File: src/include/acvt_defines.vh
`ifndef ACVT_DEFINES_VH
`define ACVT_DEFINES_VH

// register byte offsets
`define ACVT_REG_CTRL     8'h00
`define ACVT_REG_STATUS   8'h04
`define ACVT_REG_MASK     8'h08
`define ACVT_REG_ANGLE    8'h0C
`define ACVT_REG_CTWORD   8'h10

// control fields
`define ACVT_CTRL_TRACK   0
`define ACVT_CTRL_RESET   32'h0000_0001

// status / mask fields
`define ACVT_ST_FAULT     0
`define ACVT_ST_UPDATE    1
`define ACVT_ST_CTXFER    2
`define ACVT_ST_W         3

// resolution select codes {sel_b, sel_a}
`define ACVT_RES_10       2'h0
`define ACVT_RES_12       2'h1
`define ACVT_RES_14       2'h2
`define ACVT_RES_16       2'h3

// tracking error limit in steps of the selected resolution
`define ACVT_ERR_LIMIT    16'h0041

// timing
`define ACVT_CLK_MHZ      50
`define ACVT_STEP_NS      1000
`define ACVT_STEP_CYC     ((`ACVT_STEP_NS * `ACVT_CLK_MHZ) / 1000)
`define ACVT_BUSY_NS      40
`define ACVT_BUSY_CYC     ((`ACVT_BUSY_NS * `ACVT_CLK_MHZ + 999) / 1000)
`define ACVT_OVV_STEPS    8'h40

`endif

File: src/hdl/acvt_track.v
`timescale 1ns/1ps
`include "acvt_defines.vh"

module acvt_track
(
  // clock and reset
  input  wire        aclk,
  input  wire        aresetn,
  // control
  input  wire        step_en,
  input  wire        enable,
  input  wire [1:0]  res,
  input  wire [15:0] target,
  input  wire        preset,
  input  wire [15:0] preset_val,
  // state
  output reg  [15:0] angle_q,
  output wire        err_big,
  output wire        over_vel
);

  reg  [7:0]  run_q;
  reg         dir_q;
  wire [15:0] diff = target - angle_q;
  wire        neg = diff[15];
  wire [15:0] mag = neg ? (~diff + 16'h0001) : diff;
  wire [3:0]  shift = 4'h6 - {2'b00, res} - {2'b00, res};
  wire [15:0] lsb = 16'h0001 << shift;
  wire [15:0] err_steps = mag >> shift;
  wire        moving = (err_steps != 16'h0000);

  // error beyond the limit pulls the test flag low
  assign err_big = (err_steps > `ACVT_ERR_LIMIT);
  // slewing at full step rate for too long means the input outruns us
  assign over_vel = (run_q >= `ACVT_OVV_STEPS);

  always @(posedge aclk)
  begin
    if (!aresetn)
    begin
      angle_q <= 16'h0000;
      run_q   <= 8'h00;
      dir_q   <= 1'b0;
    end
    else if (preset)
    begin
      angle_q <= preset_val;
      run_q   <= 8'h00;
    end
    else if (enable && step_en)
    begin
      // one step of the selected weight, counter aligned to it
      if (moving)
        angle_q <= (neg ? angle_q - lsb : angle_q + lsb) & ~(lsb - 16'h0001);
      if (moving && dir_q == neg && run_q != 8'hFF)
        run_q <= run_q + 8'h01;
      else if (!moving || err_steps <= 16'h0001)
        run_q <= 8'h00;
      else
        run_q <= 8'h01;
      dir_q <= neg;
    end
  end

endmodule // acvt_track

File: src/hdl/acvt_port.v
// What this block does
// lines 9-16 are driven only while the low-byte enable is low
// lines 1-8 are driven only while the high-byte enable is low
// hold input low keeps the presented angle word unchanged
// test flag goes low when tracking error exceeds about 65 steps
// test flag also goes low when the input outruns the tracker
// mode pin high tracks; low runs control-transformer comparison
// two select levels choose 10, 12, 14 or 16 bits, changeable live
// least valid line is 10/12/14/16; lower lines carry zero
// line one carries the most significant bit, weights descend
// busy is high while the parallel word is being updated
// in transformer mode the sixteen data lines are inputs
// transformer inputs double buffered: byte latches then whole transfer
// released lines are not driven; select mapping is a fixed table
`timescale 1ns/1ps
`include "acvt_defines.vh"

module acvt_port
(
  // clock and reset
  input  wire        aclk,
  input  wire        aresetn,
  // axi4-lite write address
  input  wire        s_axi_awvalid,
  output wire        s_axi_awready,
  input  wire [7:0]  s_axi_awaddr,
  input  wire [2:0]  s_axi_awprot,
  // axi4-lite write data
  input  wire        s_axi_wvalid,
  output wire        s_axi_wready,
  input  wire [31:0] s_axi_wdata,
  input  wire [3:0]  s_axi_wstrb,
  // axi4-lite write response
  output reg         s_axi_bvalid,
  input  wire        s_axi_bready,
  output reg  [1:0]  s_axi_bresp,
  // axi4-lite read address
  input  wire        s_axi_arvalid,
  output wire        s_axi_arready,
  input  wire [7:0]  s_axi_araddr,
  input  wire [2:0]  s_axi_arprot,
  // axi4-lite read data
  output reg         s_axi_rvalid,
  input  wire        s_axi_rready,
  output reg  [31:0] s_axi_rdata,
  output reg  [1:0]  s_axi_rresp,
  // angle source from the analog front end
  input  wire [15:0] target_angle,
  // data lines, bit 15 is line one
  input  wire [15:0] angle_in,
  output wire [15:0] angle_out,
  output wire [15:0] angle_oe,
  // control pins
  input  wire        high_byte_enable_n,
  input  wire        low_byte_enable_n,
  input  wire        hold_output_n,
  input  wire        track_mode,
  input  wire        res_sel_a,
  input  wire        res_sel_b,
  // status pins
  output reg         conv_busy,
  output reg         test_ok,
  output wire        irq
);

  // pin synchronisers
  reg  [21:0] sync1_q;
  reg  [21:0] sync2_q;
  wire [15:0] din_s    = sync2_q[15:0];
  wire        hi_en_n  = sync2_q[16];
  wire        lo_en_n  = sync2_q[17];
  wire        hold_n   = sync2_q[18];
  wire        track_s  = sync2_q[19];
  wire [1:0]  res_s    = sync2_q[21:20];

  always @(posedge aclk)
  begin
    if (!aresetn)
    begin
      sync1_q <= 22'h3F_0000;
      sync2_q <= 22'h3F_0000;
    end
    else
    begin
      sync1_q <= {res_sel_b, res_sel_a, track_mode, hold_output_n,
                  low_byte_enable_n, high_byte_enable_n, angle_in};
      sync2_q <= sync1_q;
    end
  end

  // resolution mask; lines below the selected lsb read zero
  function [15:0] res_mask;
    input [1:0] sel;
    begin
      case (sel)
        `ACVT_RES_10: res_mask = 16'hFFC0;
        `ACVT_RES_12: res_mask = 16'hFFF0;
        `ACVT_RES_14: res_mask = 16'hFFFC;
        default:      res_mask = 16'hFFFF;
      endcase
    end
  endfunction

  // step rate divider; reload is integer wide, cut to the counter on purpose
  reg  [7:0]  div_q;
  wire        step_en = (div_q == 8'h00);
  wire [31:0] step_reload = `ACVT_STEP_CYC - 1;

  always @(posedge aclk)
  begin
    if (!aresetn || step_en)
      div_q <= step_reload[7:0];
    else
      div_q <= div_q - 8'h01;
  end

  // registers
  reg  [31:0] ctrl_q;
  reg  [`ACVT_ST_W-1:0] status_q;
  reg  [`ACVT_ST_W-1:0] mask_q;
  reg  [15:0] upper_q;
  reg  [15:0] ct_word_q;
  reg  [15:0] out_q;
  reg  [1:0]  busy_cnt_q;
  reg  [15:0] snap_q;
  reg         ct_xfer_q;
  reg         fault_q;

  wire [15:0] angle_q;
  wire        err_big;
  wire        over_vel;
  wire        tracking = track_s;

  acvt_track u_track
  (
    .aclk       (aclk),
    .aresetn    (aresetn),
    .step_en    (step_en),
    .enable     (ctrl_q[`ACVT_CTRL_TRACK] & tracking),
    .res        (res_s),
    .target     (target_angle),
    .preset     (ct_xfer_q),
    .preset_val (ct_word_q),
    .angle_q    (angle_q),
    .err_big    (err_big),
    .over_vel   (over_vel)
  );

  // output word update with busy
  wire [15:0] shown   = angle_q & res_mask(res_s);
  wire        start   = tracking && hold_n && busy_cnt_q == 2'h0
                        && shown != out_q;
  wire        upd_end = busy_cnt_q == 2'h1;
  // busy length fits the two-bit counter; cut on purpose
  wire [31:0] busy_load = `ACVT_BUSY_CYC;

  always @(posedge aclk)
  begin
    if (!aresetn)
    begin
      out_q      <= 16'h0000;
      snap_q     <= 16'h0000;
      busy_cnt_q <= 2'h0;
      conv_busy  <= 1'b0;
    end
    else
    begin
      if (start)
      begin
        // word snapped at start so an update already begun stays whole
        snap_q     <= shown;
        busy_cnt_q <= busy_load[1:0];
        conv_busy  <= 1'b1;
      end
      else if (busy_cnt_q != 2'h0)
        busy_cnt_q <= busy_cnt_q - 2'h1;
      if (upd_end)
      begin
        out_q     <= snap_q;
        conv_busy <= 1'b0;
      end
    end
  end

  // bit 15 carries line one, the msb
  assign angle_out = out_q;
  // released lines are simply not enabled; the pad floats them
  assign angle_oe[15:8] = {8{tracking & ~hi_en_n}};
  assign angle_oe[7:0]  = {8{tracking & ~lo_en_n}};

  // transformer mode: byte latches then whole-word transfer
  always @(posedge aclk)
  begin
    if (!aresetn)
    begin
      upper_q   <= 16'h0000;
      ct_word_q <= 16'h0000;
      ct_xfer_q <= 1'b0;
    end
    else
    begin
      ct_xfer_q <= 1'b0;
      if (!tracking)
      begin
        if (!hi_en_n)
          upper_q[15:8] <= din_s[15:8];
        if (!lo_en_n)
          upper_q[7:0] <= din_s[7:0];
        if (!hold_n)
        begin
          ct_word_q <= upper_q;
          ct_xfer_q <= 1'b1;
        end
      end
    end
  end

  // test flag, low on fault
  always @(posedge aclk)
  begin
    if (!aresetn)
    begin
      test_ok <= 1'b1;
      fault_q <= 1'b0;
    end
    else
    begin
      fault_q <= tracking & (err_big | over_vel);
      test_ok <= ~(tracking & (err_big | over_vel));
    end
  end

  wire fault_rise = tracking & (err_big | over_vel) & ~fault_q;
  wire [`ACVT_ST_W-1:0] events = {ct_xfer_q, upd_end, fault_rise};

  assign irq = |(status_q & mask_q);

  // axi4-lite write side; address and data taken in either order
  reg        aw_have_q;
  reg        w_have_q;
  reg  [7:0] aw_addr_q;
  reg [31:0] w_data_q;
  reg  [3:0] w_strb_q;

  assign s_axi_awready = !aw_have_q && !s_axi_bvalid;
  assign s_axi_wready  = !w_have_q && !s_axi_bvalid;

  wire do_write = aw_have_q && w_have_q && !s_axi_bvalid;

  function [31:0] merge;
    input [31:0] old;
    input [31:0] data;
    input [3:0]  strb;
    integer i;
    begin
      merge = old;
      for (i = 0; i < 4; i = i + 1)
        if (strb[i])
          merge[i*8 +: 8] = data[i*8 +: 8];
    end
  endfunction

  wire [31:0] mask_wr = merge({{(32-`ACVT_ST_W){1'b0}}, mask_q},
                              w_data_q, w_strb_q);

  // axi4-lite read side
  assign s_axi_arready = !s_axi_rvalid;

  wire rd_take  = s_axi_arvalid && !s_axi_rvalid;
  wire rd_stat  = rd_take && s_axi_araddr == `ACVT_REG_STATUS;

  always @(posedge aclk)
  begin
    if (!aresetn)
    begin
      aw_have_q    <= 1'b0;
      w_have_q     <= 1'b0;
      aw_addr_q    <= 8'h00;
      w_data_q     <= 32'h0000_0000;
      w_strb_q     <= 4'h0;
      s_axi_bvalid <= 1'b0;
      s_axi_bresp  <= 2'h0;
      ctrl_q       <= `ACVT_CTRL_RESET;
      mask_q       <= {`ACVT_ST_W{1'b0}};
    end
    else
    begin
      if (s_axi_awvalid && s_axi_awready)
      begin
        aw_have_q <= 1'b1;
        aw_addr_q <= s_axi_awaddr;
      end
      if (s_axi_wvalid && s_axi_wready)
      begin
        w_have_q <= 1'b1;
        w_data_q <= s_axi_wdata;
        w_strb_q <= s_axi_wstrb;
      end
      if (do_write)
      begin
        aw_have_q    <= 1'b0;
        w_have_q     <= 1'b0;
        s_axi_bvalid <= 1'b1;
        s_axi_bresp  <= 2'h0;
        case (aw_addr_q)
          `ACVT_REG_CTRL:   ctrl_q <= merge(ctrl_q, w_data_q, w_strb_q);
          `ACVT_REG_MASK:   mask_q <= mask_wr[`ACVT_ST_W-1:0];
          `ACVT_REG_STATUS: ;
          `ACVT_REG_ANGLE:  ;
          `ACVT_REG_CTWORD: ;
          default:          s_axi_bresp <= 2'h2;
        endcase
      end
      else if (s_axi_bvalid && s_axi_bready)
        s_axi_bvalid <= 1'b0;
    end
  end

  always @(posedge aclk)
  begin
    if (!aresetn)
    begin
      s_axi_rvalid <= 1'b0;
      s_axi_rdata  <= 32'h0000_0000;
      s_axi_rresp  <= 2'h0;
      status_q     <= {`ACVT_ST_W{1'b0}};
    end
    else
    begin
      // new events win over the clear-on-read
      status_q <= (rd_stat ? {`ACVT_ST_W{1'b0}} : status_q) | events;
      if (rd_take)
      begin
        s_axi_rvalid <= 1'b1;
        s_axi_rresp  <= 2'h0;
        case (s_axi_araddr)
          `ACVT_REG_CTRL:   s_axi_rdata <= ctrl_q;
          `ACVT_REG_STATUS: s_axi_rdata <= {{(32-`ACVT_ST_W){1'b0}},
                                            status_q};
          `ACVT_REG_MASK:   s_axi_rdata <= {{(32-`ACVT_ST_W){1'b0}},
                                            mask_q};
          `ACVT_REG_ANGLE:  s_axi_rdata <= {16'h0000, shown};
          `ACVT_REG_CTWORD: s_axi_rdata <= {16'h0000, ct_word_q};
          default:
          begin
            s_axi_rdata <= 32'h0000_0000;
            s_axi_rresp <= 2'h2;
          end
        endcase
      end
      else if (s_axi_rvalid && s_axi_rready)
        s_axi_rvalid <= 1'b0;
    end
  end

endmodule // acvt_port

File: config.mk
export PLATFORM = sky130hd
export DESIGN_NAME = acvt_port
export DESIGN_NICKNAME = d
export VERILOG_FILES = /design/src/hdl/acvt_track.v /design/src/hdl/acvt_port.v
export VERILOG_INCLUDE_DIRS = /design/src /design/src/include
export SDC_FILE = /design/constraint.sdc
export NUM_CORES = 1
export LEC_CHECK = 0
export ABC_AREA = 1
export ABC_CLOCK_PERIOD_IN_PS = 9300
export BUFFER_PORTS_ARGS = -buffer_cell sky130_fd_sc_hd__buf_2
export CAP_MARGIN = 20
export CORE_UTILIZATION = 59
export DETAILED_ROUTE_END_ITERATION = 8
export GPL_ROUTABILITY_DRIVEN = 0
export PLACE_DENSITY = 0.86
export SKIP_CTS_REPAIR_TIMING = 1
export SYNTH_ARGS = -nofsm -noshare
export SYNTH_HDL_FRONTEND = slang
export SYNTH_SLANG_ARGS = --single-unit
File: constraint.sdc
create_clock -name aclk -period 9.3 [get_ports aclk]
set_input_delay 1.86 -clock aclk [delete_from_list [all_inputs] [get_ports aclk]]
set_output_delay 1.86 -clock aclk [all_outputs]
set_load 0.01 [all_outputs]
-- Word-level counts from Yosys, hierarchy flattened
Index checks and enable logic that the tools add are counted.
- register bits after elaboration: 269
- bits of input ports: 103
- output and inout port bits: 76
- word-level logic and storage cells: 155
- shift operators: 2
- magnitude comparators: 3
- muxes and demuxes: 19
- reductions and logical operators: 54
- bitwise logic cells: 20
- equality and inequality tests: 14
- $add $sub $neg: 10
- operators with widths (kind ; count):
    case mux 32 bit (5 select lines) ; 1
    two-way mux 16 bit ; 5
    AND 16 bit ; 2
    equality test 8 x 4 -> 1 bit, second input constant ; 4
    NOT 16 bit ; 2
    subtractor 16 bit ; 2
    zero test 8 bit ; 3
    case mux 6 bit (3 select lines) ; 1
    adder 16 x 1 -> 16 bit, second input constant ; 1
    adder 16 bit ; 1
    equality test 8 x 3 -> 1 bit, second input constant ; 2
    equality test 8 x 5 -> 1 bit, second input constant ; 2
    > comparator 16 x 7 -> 1 bit, second input constant ; 1
    less-or-equal comparator 16 x 1 -> 1 bit, second input constant ; 1
    logical AND 1 bit ; 16
    != test 16 bit ; 1
    nonzero test 16 bit ; 1
    << shifter 1 x 4 -> 16 bit, first input constant ; 1
    >> shifter 16 x 4 -> 16 bit ; 1
    subtractor 16 x 1 -> 16 bit, second input constant ; 1
    AND reduction 3 bit ; 5
    nonzero test 2 bit ; 6
    AND reduction 2 bit ; 5
    OR reduction 2 bit ; 5
    24 further kinds ; 52

-- Logic depth before layout (Yosys ltp)
- depth after elaboration: 10
- mapped depth: 33
- mapped depth without buffers: 32

-- Hierarchy
From an unflattened synthesis, not the netlist that was laid out.
- cells, all modules: 1943
- area, all modules: 13167.6 um2
- by module, submodules not included (module ; seq. area each (um2) ; times used ; cells an instance ; area an instance (um2)):
    acvt_port ; 4844.6 ; 1 ; 1232 ; 9258.9
    acvt_track ; 500.5 ; 1 ; 711 ; 3908.7

-- Least setup slack after synthesis
No wires, ideal clock.
- path kind: input -> register
- from: input target_angle[5]
- to: register u_track.angle_q[15]
- library setup time: 0.113 ns
- stages: 29
- data required time: 9.187 ns
- arrival time: 5.222 ns
- buffers on the path: 1
- path slack: 3.965 ns
- cells stage by stage: ha_1 > nand2_2 > inv_2 > a21oi_2 > nand2_4 > nand2_4 > nand3_2 > nand2_8 > inv_4 > buf_6 > nand2_1 > o21ai_0 > ha_1 > nand2_1 > o21ai_0 > nand2_1 > nand2_1 > a21oi_1 > o21ai_0 > a21boi_0 > o21ai_0 > nand2_1 > nand2_1 > nand2_1 > nand2_1 > xor2_1 > nor2_1 > nor2_1 > nor2_1
- longest elaborated chain between the ends: 8
- elaborated cells between the ends (all ways): 13
- those cells by class: 2 x add/sub; 1 x shift; 5 x mux; 2 x bitwise; 3 x reduce/logical
- ends and longest elaborated chain (element ; RTL line ; text):
    start, declared ; acvt_port.v:48 ; input wire [15:0] target_angle,
    subtractor 16 bit * ; acvt_track.v:24 ; wire [15:0] diff = target - angle_q;
    NOT 16 bit ; acvt_track.v:26 ; wire [15:0] mag = neg ? (~diff + 16'h0001) : diff;
    adder 16 x 1 -> 16 bit ; acvt_track.v:26 ;
    two-way mux 16 bit ; acvt_track.v:26 ;
    >> shifter 16 x 4 -> 16 bit ; acvt_track.v:29 ; wire [15:0] err_steps = mag >> shift;
    nonzero test 16 bit ; acvt_track.v:30 ; wire moving = (err_steps != 16'h0000);
    nonzero test 2 bit (no source line) ; - ;
    AND reduction 2 bit (no source line) ; - ;
    end signal, assigned ; acvt_track.v:47 ; angle_q <= preset_val;
    end signal, assigned ; acvt_track.v:54 ; angle_q <= (neg ? angle_q - lsb : angle_q + lsb) & ~(lsb - 16'h0001);
    end, declared ; acvt_track.v:17 ; output reg [15:0] angle_q,
Mark *: on every way between the ends. The rest lies on a longest branch, timed or not. The select of a mux whose other input is x is not followed.
A chain may end at the register's enable or synchronous reset.

-- Worst setup path after layout
- from: input target_angle[8]
- to: register u_track.angle_q[15]
The elaborated chain is that of the path after synthesis.

==> impl_metrics.yaml <==
logic_synthesis:
  postSynth.asyncResetShare_pct: 0
  sequential_to_total_area_share_from_yosys_stat_pct: 42.1
  synth_area_sq_um: 12700
  synth_top_flop_cell: "sky130_fd_sc_hd__dfxtp_1"
  main_combinational_cell_family_by_area_after_synthesis: "simple AND/OR/NAND/NOR gates"
  synth_edf_count: 0
  synth-warning-count: 0
  simple_gate_share_of_the_synthesized_area_pct: 28.0
  yosys-mux-area-fraction_pct: 0
  synth_cells: 1818
  synth.distinct_cells: 48
  synth_compound_gate_area_share_pct: 15.2
  synthTopCellsByArea: "sky130_fd_sc_hd__dfxtp_1 42%, sky130_fd_sc_hd__nand2_1 10%, sky130_fd_sc_hd__nor2_1 8.3%"
  synthDominantAreaCellType: "sky130_fd_sc_hd__dfxtp_1"
  post_synth_fa_ha_maj_area_fraction_pct: 3.67
  ys_ff_latch: 267
  synth_xor_xnor_area_share_pct: 1.66
  synth_largest_type_area_fraction_pct: 42.1
  synthesis.area_per_instance_sq_um: 6.98
clocking:
  h-tree-depth: 1
  cts-buffers-inserted: 26
  tritoncts_num_sinks: 267
  clock_insertion_delay_worst_skew_ps: 540
  cts_max_path_buffers: 3
  cts_tree: "yes"
  clock_transition_time_at_the_flip_flop_clock_pins_of_the_worst_setup_and_hold_paths_ps: 60
  cts_root_buffer: "sky130_fd_sc_hd__clkbuf_16"
sta:
  tightestPinTransition_ps: 1060
  max_slew_margin_pct: 28.5
  tns_ps: 0
  timing.final.crit_period_ps: 5710
  hold_viol: 0
  setup_viol_count_final: 0
  fmax_mhz: 175
  clock_skew_ps: 15.6
  final.hold.worst_slack_ps: 392
  grt_setup_unrepaired: "no"
  final-max-slew-violation-count: 0
  fin_crit_sh_pct: 61.4
hold_path:
  min_path_type: "flip-flop to flip-flop"
floorplan:
  placementRows: 53
  core_region_area_sq_um: 21000
  ioPinCount: 179
  initial_core_util_pct: 60.4
  floorplan.die_area_sq_um: 22100
  die_width_microns: 149
  dieHeight_microns: 149
place:
  dpl.hpwl_microns: 22400
  port_buffers: 170
final_layout:
  fill_cells: 1700
  syn2layout_area_growth_pct: 13.9
  multi_input_area_sq_um: 6170
  layout.core_utilization_pct: 68.7
  final_layout_size_suffix_gt1_share_pct: 13.9
  antenna_cells: 0
  finish.net_count: 2077
  ff_latch_area_sq_um: 5350
global_routing:
  grt_max_degree: 131
  globalRoute.totalOverflow: 0
  globalRoute.busiestLayer: "met2"
  grt_use_met2_pct: 45.6
  gr-usage-met3_pct: 4.51
  global_route_wire_length_before_repair_microns: 51600
  antenna_found_initial: 0
  grt_pass1_vias: 11097
  use_met1_pct: 37.9
  groute.usage.overall_pct: 28.3
critical_path:
  cp_max_fo: 22
  worst_path_required_ps: 9730
  worst_setup_path_endpoint: "u_track.angle_q[15]"
  setup.worst_path.class: "input port to flip-flop"
  critPathCaptureType: "flip-flop"
  cp-start-kind: "input port"
  crit-reg2reg-capture: "u_track.angle_q[15]"
  cp_slowest_stage_delay_ps: 370
  worst-r2r-setup-slack_ps: 4440
  timing.critical_path.from: "target_angle[8]"
  cp_data_arrival_time_ps: 6140
  r2r_start: "u_track.angle_q[8]"
  crit_top_cell: "sky130_fd_sc_hd__nand2_1"
  standard_cell_with_the_maximum_stage_delay_on_the_critical_path: "sky130_fd_sc_hd__ha_1"
  worst_r2r_path_depth: 29
power:
  total_power_mw: 2.86
  comb_power_share_pct: 16.6
  p_sw_mw: 0.796
  power.density_nw_per_um2: 198
  internal-power_mw: 2.07
  sequentialPowerShare_pct: 44.7
  leakage_nw: 6.93
  switching_share_pct: 27.8
  worst_ir_drop_vdd_v: 0.000183
  pwr-share-clk_pct: 38.7
route:
  wirelength_microns: 31400
  routed_via_density: 5.43
  drt-wirelength-per-cell_microns: 14.1
  first_pass_iters: 6
  antenna_left: 0
  drt_first_iter_violations: 986
  routed-via-count: 12122
  total_drc_errors_in_the_routed_layout: 0
status:
  status: "finished clean"
run:
  max-cap-violations: 0
## logic make-up after synthesis
| group | after synthesis |
|---|---|
| AND/OR/NAND/NOR | 833 |
| AO/OA/AOI/OAI | 371 |
| XOR/XNOR | 24 |
| adder cells (fa/ha/maj) | 36 |
| other | 1 |
| buffers and inverters | 286 |
| flip-flops | 267 |
## layer usage
| metal | vias up | routed length [microns] |
|---|---|---|
| met5 | - | 0 |
| met4 | 0 | 1180 |
| met3 | 83 | 2360 |
| met2 | 506 | 14100 |
| met1 | 5446 | 13700 |
| li1 | 6087 | - |
## placed cells by master, fill, tap and decap left out, drive strengths merged, types with 3 or more instances in the layout
master,n
or2,24
buf,176
dfxtp,267
nand4,16
o211ai,6
nand3,95
o22ai,6
inv,194
nor3,46
clkinv,10
nand2,363
o21ai,218
clkbuf,40
ha,34
a21oi,125
nor2,284
xnor2,7
bufinv,3
xor2,17
o31ai,3
## area by class of cell
| class | count | share of cell area, % |
|---|---|---|
| inverters | 201 | 5.27 |
| clock inverters | 7 | 0.978 |
| multi-input cells | 1266 | 42.7 |
| well taps | 275 | 2.38 |
| flip-flops and latches | 267 | 37.0 |
| clock buffers | 40 | 5.49 |
| repair buffers | 176 | 6.22 |
## metrics by stage
step	cells	area [sq um]	setup slack, ps
after CTS	2231	14400	3720
after floorplan	1819	12700	3960
final	2232	14500	3590
after global placement	2184	13500	3370
after detailed placement	2184	13500	3220
after global routing	2232	14500	3260
## critical path: cells and delay by family
kind                       cells  cell delay [ps]
and+or+nand+nor               17             1720
AOI/OAI and AO/OA              7             1440
adders and majority gates      2              710
buffers and inverters          2              230
xor gates and xnor gates       1              150
## power by group through the flow
stage | Combinational, mW | Clock [mW] | Sequential (mW)
3_3_place_gp | 0.454 | 0 | 1.30
6_report | 0.476 | 1.11 | 1.28
4_1_cts | 0.472 | 1.12 | 1.28
2_1_floorplan | 0.348 | 0 | 1.30
5_1_grt | 0.543 | 1.17 | 1.29
3_5_place_dp | 0.469 | 0 | 1.30
## cells in the mapped netlist, drive strengths merged (3+ instances only)
cell,count
o22ai,6
o21ai,218
dfxtp,267
buf,25
xor2,17
nor2,284
clkinv,8
nand2,363
nand4,16
clkbuf,60
a21oi,125
nand3,95
inv,193
o31ai,3
o211ai,6
or2,24
ha,34
xnor2,7
nor3,46
## worst min-delay path by stage
stage                     cells after the start      from  endpoint  slack (ps)
final                                         1  div_q[0]  div_q[0]         390
after global routing                          1  div_q[0]  div_q[0]         420
after CTS                                     1  div_q[0]  div_q[0]         390
after detailed placement                      1  div_q[0]  div_q[0]         380
after global placement                        1  div_q[0]  div_q[0]         370
after floorplan                               1  div_q[0]  div_q[0]         370
## flip-flops by register name, indices dropped and copies added, names as in the netlist, 2 cells and up
signal / cells
ctrl_q: 32
s_axi_rdata: 32
w_data_q: 32
sync1_q: 22
sync2_q: 22
angle_out: 16
ct_word_q: 16
snap_q: 16
u_track.angle_q: 16
upper_q: 16
aw_addr_q: 8
div_q: 8
u_track.run_q: 8
w_strb_q: 4
mask_q: 3
status_q: 3
busy_cnt_q: 2
Note: power is estimated with default switching activity, not from simulation.
